[config.mk]
export PLATFORM = sky130hd
export DESIGN_NAME = scm_sysclk_ctrl
export DESIGN_NICKNAME = d
export VERILOG_FILES = /design/src/scm_clk_gen.v /design/src/scm_sysclk_ctrl.v
export VERILOG_INCLUDE_DIRS = /design/src
export SDC_FILE = /design/constraint.sdc
export NUM_CORES = 1
export LEC_CHECK = 0
export ABC_AREA = 1
export BUFFER_PORTS_ARGS = -buffer_cell sky130_fd_sc_hd__buf_4
export CAP_MARGIN = 20
export CORE_UTILIZATION = 44
export CTS_CLUSTER_SIZE = 16
export DETAILED_ROUTE_END_ITERATION = 7
export PLACE_DENSITY_LB_ADDON = 0.3
export SETUP_SLACK_MARGIN = 0.2
export SKIP_LAST_GASP = 1
export SLEW_MARGIN = 20
export SYNTH_ARGS = -nofsm -noshare
export SYNTH_HDL_FRONTEND = slang
export SYNTH_HIERARCHICAL = 1
export SYNTH_SLANG_ARGS = --single-unit
[constraint.sdc]
create_clock -name core_clk -period 1.9 [get_ports core_clk]
set_clock_uncertainty 0.2 [all_clocks]
set_input_delay 0.38 -clock core_clk [delete_from_list [all_inputs] [get_ports core_clk]]
set_output_delay 0.38 -clock core_clk [all_outputs]
set_load 0.01 [all_outputs]
[src/scm_regs.vh]
// Purpose: Register map, field positions and reset values of the clock and mode controller
// Assumes: Byte-addressed classic Wishbone, 32-bit data, registers in the low byte
// Notes:   Offsets are byte addresses
`ifndef SCM_REGS_VH
`define SCM_REGS_VH

`define SCM_ADDR_SYSCLK      8'h00
`define SCM_ADDR_FASTOSC     8'h04
`define SCM_ADDR_STATUS      8'h08
`define SCM_ADDR_WAKE_EN     8'h0c

`define SCM_SCC_SEL_HI       7
`define SCM_SCC_SEL_LO       5
`define SCM_SCC_FAST_SB      1
`define SCM_SCC_SLOW_SB      0
`define SCM_SCC_RESET        8'h00

`define SCM_FOC_STABLE       1
`define SCM_FOC_ENABLE       0
`define SCM_FOC_EN_RESET     1'b1

`define SCM_ST_TIMEOUT       4
`define SCM_ST_PDOWN         3
`define SCM_ST_STANDBY       2
`define SCM_ST_SLOW_ACT      1
`define SCM_ST_FAST_ACT      0

`define SCM_SEL_SLOW         3'h7
`define SCM_SEL_FAST         3'h0

`endif

[src/scm_clk_gen.v]
// Purpose: Glitch-free system clock enable generator (fast/divided or slow source)
// Assumes: Fast and slow oscillators appear as enable ticks on core_clk
// Notes:   Divider restarts only at a period boundary so no short pulse appears
`timescale 1ns/1ps
`default_nettype none
`include "scm_regs.vh"

module scm_clk_gen #(
  parameter DIV_W = 6
) (
  // Clock and reset
  input  wire       core_clk,
  input  wire       resetn,
  // Sources
  input  wire       fastTick,
  input  wire       slowTick,
  input  wire [2:0] clockSelect,
  input  wire       sysRun,
  // Output
  output reg        sysTick_reg
);

  reg  [DIV_W-1:0] divCnt_reg;
  reg  [2:0]       selActive_reg;
  wire [DIV_W-1:0] divMask;
  wire             fastBoundary;

  assign divMask      = (selActive_reg == `SCM_SEL_SLOW) ? {DIV_W{1'b0}}
                      : ((({{(DIV_W-1){1'b0}},1'b1}) << selActive_reg) - 1'b1);
  assign fastBoundary = fastTick && ((divCnt_reg & divMask) == divMask);

  always @(posedge core_clk or negedge resetn) begin
    if (!resetn) begin
      divCnt_reg    <= {DIV_W{1'b0}};
      selActive_reg <= `SCM_SEL_FAST;
      sysTick_reg   <= 1'b0;
    end else begin
      sysTick_reg <= 1'b0;
      if (selActive_reg == `SCM_SEL_SLOW) begin
        if (slowTick) begin
          sysTick_reg   <= sysRun;
          selActive_reg <= clockSelect;
          divCnt_reg    <= {DIV_W{1'b0}};
        end
      end else if (fastTick) begin
        divCnt_reg <= divCnt_reg + 1'b1;
        if (fastBoundary) begin
          sysTick_reg   <= sysRun;
          divCnt_reg    <= {DIV_W{1'b0}};
          selActive_reg <= clockSelect;
        end
      end
    end
  end

endmodule // scm_clk_gen
`default_nettype wire

[src/scm_sysclk_ctrl.v]
// Purpose: System clock select, standby mode sequencing and wake-up control
// Assumes: Oscillator ticks arrive on core_clk; port pins and slow stable flag are synchronised here
// Notes:   Registers sit in the low byte of 32-bit Wishbone words
//
// Functional notes
// - Select codes 0..6 give fast clock divided by 1..64; code 7 slow clock.
// - Fast standby bit decides whether fast oscillator runs after stop.
// - Slow standby bit decides whether slow oscillator runs after stop.
// - Clock control bits 4..2 read zero; implemented bits reset cleared.
// - Enabling fast oscillator clears stable flag, sets it once stable.
// - Fast oscillator enable bit 0, resets to one.
// - Fast oscillator register bits 7..2 read zero; stable flag resets zero.
// - Stop with both standby bits zero: deep standby, system clock stops.
// - Fast bit zero, slow bit one: fast clock stops, slow runs.
// - Both standby bits one: both clocks run, execution halts.
// - Fast bit one, slow bit zero: fast runs, slow clock stops.
// - Standby entry sets power-down flag and clears timeout flag.
// - Standby entry clears watchdog; it resumes only if enabled.
// - Switch to slow clock completes only after slow oscillator stable.
// - Software polls stable flag when returning to fast clock.
// - Wake on port A falling edge, interrupt or watchdog overflow.
// - Stop sets power-down flag; only power-up or clear-watchdog clears it.
// - Watchdog overflow in standby wakes, sets timeout, resets PC and SP.
// - Per-pin port A wake enable; resume after the stop instruction.
// - Disabled interrupt or full stack resumes after stop, request pending.
// - Interrupt already pending at standby entry cannot wake.
// - Fast clock from fast RC oscillator, slow from slow RC oscillator.
// - Deep standby keeps slow oscillator only if watchdog enabled.
`timescale 1ns/1ps
`default_nettype none
`include "scm_regs.vh"

module scm_sysclk_ctrl #(
  parameter PORT_W     = 8,
  parameter STABLE_CNT = 16,
  parameter STAB_W     = 5
) (
  // Clock and reset
  input  wire              core_clk,
  input  wire              resetn,
  // Wishbone slave
  input  wire              wb_cyc_i,
  input  wire              wb_stb_i,
  input  wire              wb_we_i,
  input  wire [7:0]        wb_adr_i,
  input  wire [3:0]        wb_sel_i,
  input  wire [31:0]       wb_dat_i,
  output reg  [31:0]       wb_dat_o,
  output wire              wb_ack_o,
  // Oscillators
  input  wire              fastRcTick,
  input  wire              slowRcTick,
  input  wire              slowRcStable,
  output wire              fastRcRun,
  output wire              slowRcRun,
  output wire              sysClkTick,
  // CPU core
  input  wire              stopInstr,
  input  wire              clrWdtInstr,
  output wire              cpuHalted,
  output reg               wakeResume,
  output reg               wakeIntService,
  output reg               pcSpReset,
  // Interrupt logic
  input  wire              intRequest,
  input  wire              intEnabled,
  input  wire              stackFull,
  // Watchdog
  input  wire              wdtEnabled,
  input  wire              wdtOverflow,
  output reg               wdtClear,
  output wire              wdtRun,
  // Port A
  input  wire [PORT_W-1:0] portAPin
);

  localparam ST_RUN     = 2'b01;
  localparam ST_STANDBY = 2'b10;

  reg  [2:0]        clockSelect_reg;
  reg               fastSbEn_reg;
  reg               slowSbEn_reg;
  reg               fastEn_reg;
  reg               fastStable_reg;
  reg  [STAB_W-1:0] stabCnt_reg;
  reg               powerDown_reg;
  reg               timeout_reg;
  reg  [PORT_W-1:0] wakeEn_reg;
  reg  [PORT_W-1:0] pinMeta_reg;
  reg  [PORT_W-1:0] pinSync_reg;
  reg  [PORT_W-1:0] pinPrev_reg;
  reg               intMasked_reg;
  reg  [1:0]        state_reg;
  reg  [1:0]        state_next;
  reg               ack_reg;
  reg  [2:0]        slowSelPend_reg;
  reg               slowStMeta_reg;
  reg               slowStSync_reg;

  wire             wbReq;
  wire             wbWr;
  wire             inStandby;
  wire             portWake;
  wire             intWake;
  wire             wakeAny;
  wire             stopTake;
  wire [PORT_W-1:0] pinFall;
  wire [2:0]       effSelect;

  assign wbReq = wb_cyc_i && wb_stb_i && !ack_reg;
  assign wbWr  = wbReq && wb_we_i && wb_sel_i[0];
  assign wb_ack_o = ack_reg;
  assign inStandby = (state_reg == ST_STANDBY);
  assign stopTake  = (state_reg == ST_RUN) && stopInstr;

  // Port A edges, synchronised first
  genvar gi;
  generate
    for (gi = 0; gi < PORT_W; gi = gi + 1) begin : gPin
      always @(posedge core_clk or negedge resetn) begin
        if (!resetn) begin
          pinMeta_reg[gi] <= 1'b1;
          pinSync_reg[gi] <= 1'b1;
          pinPrev_reg[gi] <= 1'b1;
        end else begin
          pinMeta_reg[gi] <= portAPin[gi];
          pinSync_reg[gi] <= pinMeta_reg[gi];
          pinPrev_reg[gi] <= pinSync_reg[gi];
        end
      end
      assign pinFall[gi] = wakeEn_reg[gi] && pinPrev_reg[gi] && !pinSync_reg[gi];
    end
  endgenerate

  assign portWake = |pinFall;
  assign intWake  = intRequest && !intMasked_reg;
  assign wakeAny  = portWake || intWake || wdtOverflow;

  // Oscillator run controls per mode
  assign fastRcRun = inStandby ? fastSbEn_reg : fastEn_reg;
  assign slowRcRun = inStandby ? (slowSbEn_reg ||
                                  (!fastSbEn_reg && wdtEnabled)) : 1'b1;
  assign cpuHalted = inStandby;
  assign wdtRun    = wdtEnabled;

  // Slow select held back until the slow oscillator is stable
  always @(posedge core_clk or negedge resetn) begin
    if (!resetn) begin
      slowStMeta_reg  <= 1'b0;
      slowStSync_reg  <= 1'b0;
      slowSelPend_reg <= `SCM_SEL_FAST;
    end else begin
      slowStMeta_reg <= slowRcStable;
      slowStSync_reg <= slowStMeta_reg;
      if (clockSelect_reg != `SCM_SEL_SLOW || slowStSync_reg)
        slowSelPend_reg <= clockSelect_reg;
    end
  end
  assign effSelect = slowSelPend_reg;

  scm_clk_gen #(
    .DIV_W (6)
  ) uClkGen (
    .core_clk    (core_clk),
    .resetn      (resetn),
    .fastTick    (fastRcTick && fastRcRun),
    .slowTick    (slowRcTick && slowRcRun),
    .clockSelect (effSelect),
    .sysRun      (!inStandby),
    .sysTick_reg (sysClkTick)
  );

  // Mode sequencer
  always @* begin
    state_next = state_reg;
    case (state_reg)
      ST_RUN:     if (stopInstr) state_next = ST_STANDBY;
      ST_STANDBY: if (wakeAny) state_next = ST_RUN;
      default:    state_next = ST_RUN;
    endcase
  end

  always @(posedge core_clk or negedge resetn) begin
    if (!resetn) begin
      state_reg      <= ST_RUN;
      intMasked_reg  <= 1'b0;
      wakeResume     <= 1'b0;
      wakeIntService <= 1'b0;
      pcSpReset      <= 1'b0;
      wdtClear       <= 1'b0;
    end else begin
      state_reg      <= state_next;
      wakeResume     <= 1'b0;
      wakeIntService <= 1'b0;
      pcSpReset      <= 1'b0;
      wdtClear       <= stopTake || clrWdtInstr;
      if (stopTake)
        intMasked_reg <= intRequest;
      if (inStandby && wakeAny) begin
        if (wdtOverflow)
          pcSpReset <= 1'b1;
        else if (intWake && intEnabled && !stackFull)
          wakeIntService <= 1'b1;
        else
          wakeResume <= 1'b1;
      end
    end
  end

  // Registers and status flags
  always @(posedge core_clk or negedge resetn) begin
    if (!resetn) begin
      clockSelect_reg <= `SCM_SEL_FAST;
      fastSbEn_reg    <= 1'b0;
      slowSbEn_reg    <= 1'b0;
      fastEn_reg      <= `SCM_FOC_EN_RESET;
      fastStable_reg  <= 1'b0;
      stabCnt_reg     <= {STAB_W{1'b0}};
      powerDown_reg   <= 1'b0;
      timeout_reg     <= 1'b0;
      wakeEn_reg      <= {PORT_W{1'b0}};
      ack_reg         <= 1'b0;
    end else begin
      ack_reg <= wbReq;
      if (wbWr && wb_adr_i == `SCM_ADDR_SYSCLK) begin
        clockSelect_reg <= wb_dat_i[`SCM_SCC_SEL_HI:`SCM_SCC_SEL_LO];
        fastSbEn_reg    <= wb_dat_i[`SCM_SCC_FAST_SB];
        slowSbEn_reg    <= wb_dat_i[`SCM_SCC_SLOW_SB];
      end
      if (wbWr && wb_adr_i == `SCM_ADDR_WAKE_EN)
        wakeEn_reg <= wb_dat_i[PORT_W-1:0];
      // Stability counter runs on oscillator ticks while it is running
      if (wbWr && wb_adr_i == `SCM_ADDR_FASTOSC) begin
        fastEn_reg <= wb_dat_i[`SCM_FOC_ENABLE];
        if (wb_dat_i[`SCM_FOC_ENABLE] && !fastEn_reg) begin
          fastStable_reg <= 1'b0;
          stabCnt_reg    <= {STAB_W{1'b0}};
        end
      end else if (!fastRcRun) begin
        fastStable_reg <= 1'b0;
        stabCnt_reg    <= {STAB_W{1'b0}};
      end else if (fastRcTick && !fastStable_reg) begin
        if (stabCnt_reg == STABLE_CNT[STAB_W-1:0] - 1'b1)
          fastStable_reg <= 1'b1;
        stabCnt_reg <= stabCnt_reg + 1'b1;
      end
      // Set wins over the clear-watchdog clear
      if (stopTake)
        powerDown_reg <= 1'b1;
      else if (clrWdtInstr)
        powerDown_reg <= 1'b0;
      if (inStandby && wdtOverflow)
        timeout_reg <= 1'b1;
      else if (stopTake)
        timeout_reg <= 1'b0;
    end
  end

  // Read mux; unmapped addresses read zero
  always @* begin
    wb_dat_o = 32'h0000_0000;
    case (wb_adr_i)
      `SCM_ADDR_SYSCLK: begin
        wb_dat_o[`SCM_SCC_SEL_HI:`SCM_SCC_SEL_LO] = clockSelect_reg;
        wb_dat_o[`SCM_SCC_FAST_SB] = fastSbEn_reg;
        wb_dat_o[`SCM_SCC_SLOW_SB] = slowSbEn_reg;
      end
      `SCM_ADDR_FASTOSC: begin
        wb_dat_o[`SCM_FOC_STABLE] = fastStable_reg;
        wb_dat_o[`SCM_FOC_ENABLE] = fastEn_reg;
      end
      `SCM_ADDR_STATUS: begin
        wb_dat_o[`SCM_ST_TIMEOUT]  = timeout_reg;
        wb_dat_o[`SCM_ST_PDOWN]    = powerDown_reg;
        wb_dat_o[`SCM_ST_STANDBY]  = inStandby;
        wb_dat_o[`SCM_ST_SLOW_ACT] = (slowSelPend_reg == `SCM_SEL_SLOW);
        wb_dat_o[`SCM_ST_FAST_ACT] = fastRcRun;
      end
      `SCM_ADDR_WAKE_EN: wb_dat_o[PORT_W-1:0] = wakeEn_reg;
      default: wb_dat_o = 32'h0000_0000;
    endcase
  end

endmodule // scm_sysclk_ctrl
`default_nettype wire

==> impl_metrics.csv <==
group,metric,value,unit
floorplan,rows,31,
synth,yosysWarningCount,6,
global_route,track_usage,0.199,
clock_network,cts_root_buf,"clkbuf_8",
clock_network,path_clk_slew,70,ps
setup_path,crit_required,1320,ps
power,comb_power_share,0.287,
status,status,"finished with violations",
setup_path,r2r-end,"uClkGen/selActive_reg[1]",
drt,totalWireLength,6690,um
clock_network,h-tree-depth,3,
global_route,grt_use_met3,0.0420,
setup_path,r2r_cells,10,
layout,synthToLayoutAreaGrowth,38.1,%
clock_network,numClockSinks,69,
place,gp_congestion,0.860,
global_route,busiest_layer,"met2",
global_route,grt_start_max_net_pins,27,
worst_hold_path,hold_path.startpoint,"clrWdtInstr",
power,intPower,0.00282,W
setup_path,path_class,"in2out",
place,place_hpwl,4750,um
place,place_area,0.00389,mm2
setup_path,critPathTopFamily,"simple AND/OR/NAND/NOR gates",
power,finalPower,0.00407,W
power,clkPwrFrac,0.293,
timing,hold_slack,27.1,ps
synth,yosys.cell_types.count,34,
global_route,overflow,0,
drt,drtIter0Drc,110,
run,maxCapViolCount,0,
timing,worst_slack,-91.8,ps
synth,synth-seq-cells,69,
setup_path,r2r-start,"state_reg[0]",
floorplan,die_x,88.5,um
place,io_buffers,57,
setup_path,r2r_slack,60,ps
worst_hold_path,worstHoldEndpoint,"powerDown_reg",
setup_path,slowest_delay,150,ps
layout,num_antenna_cells,0,
clock_network,numCtsBuffers,9,
layout,fin_area,0.00455,mm2
worst_hold_path,min_path_type,"in2reg",
power,netSwitchingFraction,0.307,
status,violations,"negative setup slack",
drt,antenna_left,0,
power,p_leak,2.29,nW
synth,syn_inst,366,
global_route,use_met1,0.258,
setup_path,slowest_stage,"nand3b_1",
drt,drtPass1Iterations,4,
clock_network,cts_tree,"yes",
power,p_seq_frac,0.420,
drt,wl_per_cell,11.7,um
timing,fin_setup_tns,-472,ps
synth,avgSynthCellArea,9.00,um2
floorplan,ios,109,
setup_path,critPathMaxFanout,3,
setup_path,cp-end-kind,"output pin",
timing,setup_viol,10,
setup_path,path_buf_inv,4,
drt,via_per_inst,4.62,
floorplan,coreArea,0.00725,mm2
timing,fin_crit,1990,ps
drt,num_vias,2653,
timing,report.final.hold_viol_count,0,
setup_path,start_kind,"primary input",
global_route,grt_pass1_wl,11600,um
global_route,antenna_found_initial,0,
worst_hold_path,min_path_cells,2,
layout,drive_above_1_share,0.411,
clock_network,clock_latency,340,ps
global_route,grtUsageMet2,0.316,
floorplan,die_h,88.5,um
synth,syn_area,0.00329,mm2
setup_path,critical_path.cell_chain,"buf_6 -> nor2_4 -> nand2_4 -> inv_6 -> nand2_4 -> nor2_4 -> buf_6 -> nand4_1 -> nand3b_1 -> buf_6",
timing,rsz0062_at_grt,"true",
clock_network,clock_path_buffers,2,
timing,max_freq,502,MHz
floorplan,die_area,0.00783,mm2
floorplan,start_util,0.454,
power,p_switching,0.00125,W
power,ir_drop,601,uV
drt,drc,0,
power,powerDensity,896,mW/mm2
setup_path,crit_top_cell,"buf_6",
setup_path,cp.arrival,1410,ps
synth,seq_area_frac_synth,0.534,
global_route,grt_pass1_vias,2583,
layout,fin_nets,541,
timing,post-route-period-util,1.05,
timing,report.final.slew_viol_count,0,
## metal layers
metal  part of all wire  wire (um)  up-vias
met4              0.020        132        0
met1               0.46       3080     1246
met5                  0          0        -
met2               0.48       3210       73
li1                   -          -     1323
met3              0.039        263       11
## area by class of cell
cell class | instances | area [um2]
clock inverters | 5 | 58.8
multi-input cells | 243 | 1430
fillers | 604 | 2710
flip-flops and latches | 69 | 1760
inverters | 49 | 194
clock buffers | 11 | 141
repair buffers | 98 | 842
well taps | 99 | 124
## Yosys cell counts (all sizes together)
| cell | n | area, um2 |
|---|---|---|
| conb | 1 | 3.75 |
| nand3b | 4 | 30.0 |
| nor2 | 36 | 165 |
| o22ai | 7 | 43.8 |
| or2 | 2 | 12.5 |
| nor3 | 1 | 10.0 |
| dfstp | 26 | 683 |
| and3 | 2 | 13.8 |
| a21oi | 11 | 58.8 |
| or3b | 1 | 8.76 |
| a21boi | 2 | 15.0 |
| buf | 28 | 225 |
| a31oi | 2 | 18.8 |
| ha | 4 | 50.1 |
| nand3 | 32 | 175 |
| dfrtp | 43 | 1080 |
| o21ai | 14 | 77.6 |
| xor2 | 6 | 52.6 |
| inv | 49 | 184 |
| nand4 | 3 | 18.8 |
| nand2 | 92 | 370 |
## how the worst max path moves through the flow
stage / slack, ps / startpoint / depth (start not counted) / end
after detailed placement: -120 / wb_adr_i[5] / 10 / wb_dat_o[4]
after global placement: -110 / wb_adr_i[7] / 10 / wb_dat_o[1]
after CTS: -110 / state_reg[0] / 7 / wb_dat_o[0]
final: -90 / wb_adr_i[4] / 10 / wb_dat_o[1]
after floorplan: 130 / uClkGen/selActive_reg[0] / 10 / uClkGen/selActive_reg[0]
after global routing: -160 / state_reg[0] / 6 / wb_dat_o[0]
## what timing repair did
action,in CTS,in global routing
hold buffers,10,0
setup buffers,8,4
pin swaps,9,16
hold endpoints to repair,29,0
setup endpoints to repair,21,26
gates resized for setup,46,23
## power by group through the flow
stage	combinational, W	sequential (W)	clock [W]
after global routing	0.00131	0.00173	0.00128
after detailed placement	0.000906	0.00172	0
after global placement	0.000890	0.00171	0
after floorplan	0.000626	0.00171	0
after CTS	0.00111	0.00170	0.00122
final	0.00117	0.00171	0.00119
## metrics by stage
step           cells  worst slack, ps  utilization
6_report         574            -91.8        0.627
5_1_grt          574             -161        0.627
4_1_cts          570             -113        0.609
3_5_place_dp     536             -120        0.537
3_3_place_gp     536             -110        0.537
2_1_floorplan    389              133            -
## layout by cell type (no fill, tap or decap), types with 2 or more instances in the layout
cell,netlist,layout
or2_2,2,2
nand4_1,3,3
o21ai_2,2,2
buf_6,2,15
nor2_1,28,24
o22ai_4,0,2
nand3_1,29,26
nand3b_1,4,4
inv_2,3,5
dfrtp_1,43,42
dfstp_2,26,26
nand2_1,82,70
clkbuf_8,0,10
clkinvlp_4,0,2
conb_1,1,24
o22ai_2,0,4
buf_4,25,71
inv_4,0,2
nor2_2,6,4
nor2_4,2,8
inv_1,46,41
dlygate4sd3_1,0,10
nand3_2,3,6
nand2_4,0,6
nand2_2,10,15
o21ai_0,5,5
xor2_1,6,6
o21ai_1,7,7
a21oi_1,10,10
inv_6,0,2
buf_12,0,2
ha_1,4,3
## logic make-up (layout without fill, tap and decap cells)
kind of cell / after synthesis / after routing / share of synthesized area
adders and majority gates: 4 / 4 / 0.0152
DFF: 69 / 69 / 0.534
AOI/OAI and AO/OA: 36 / 36 / 0.0650
and+or+nand+nor: 173 / 173 / 0.244
xor gates and xnor gates: 6 / 6 / 0.0160
other: 1 / 24 / 0.00114
buffers and inverters: 77 / 163 / 0.124
(Power assumes the default switching activity.)
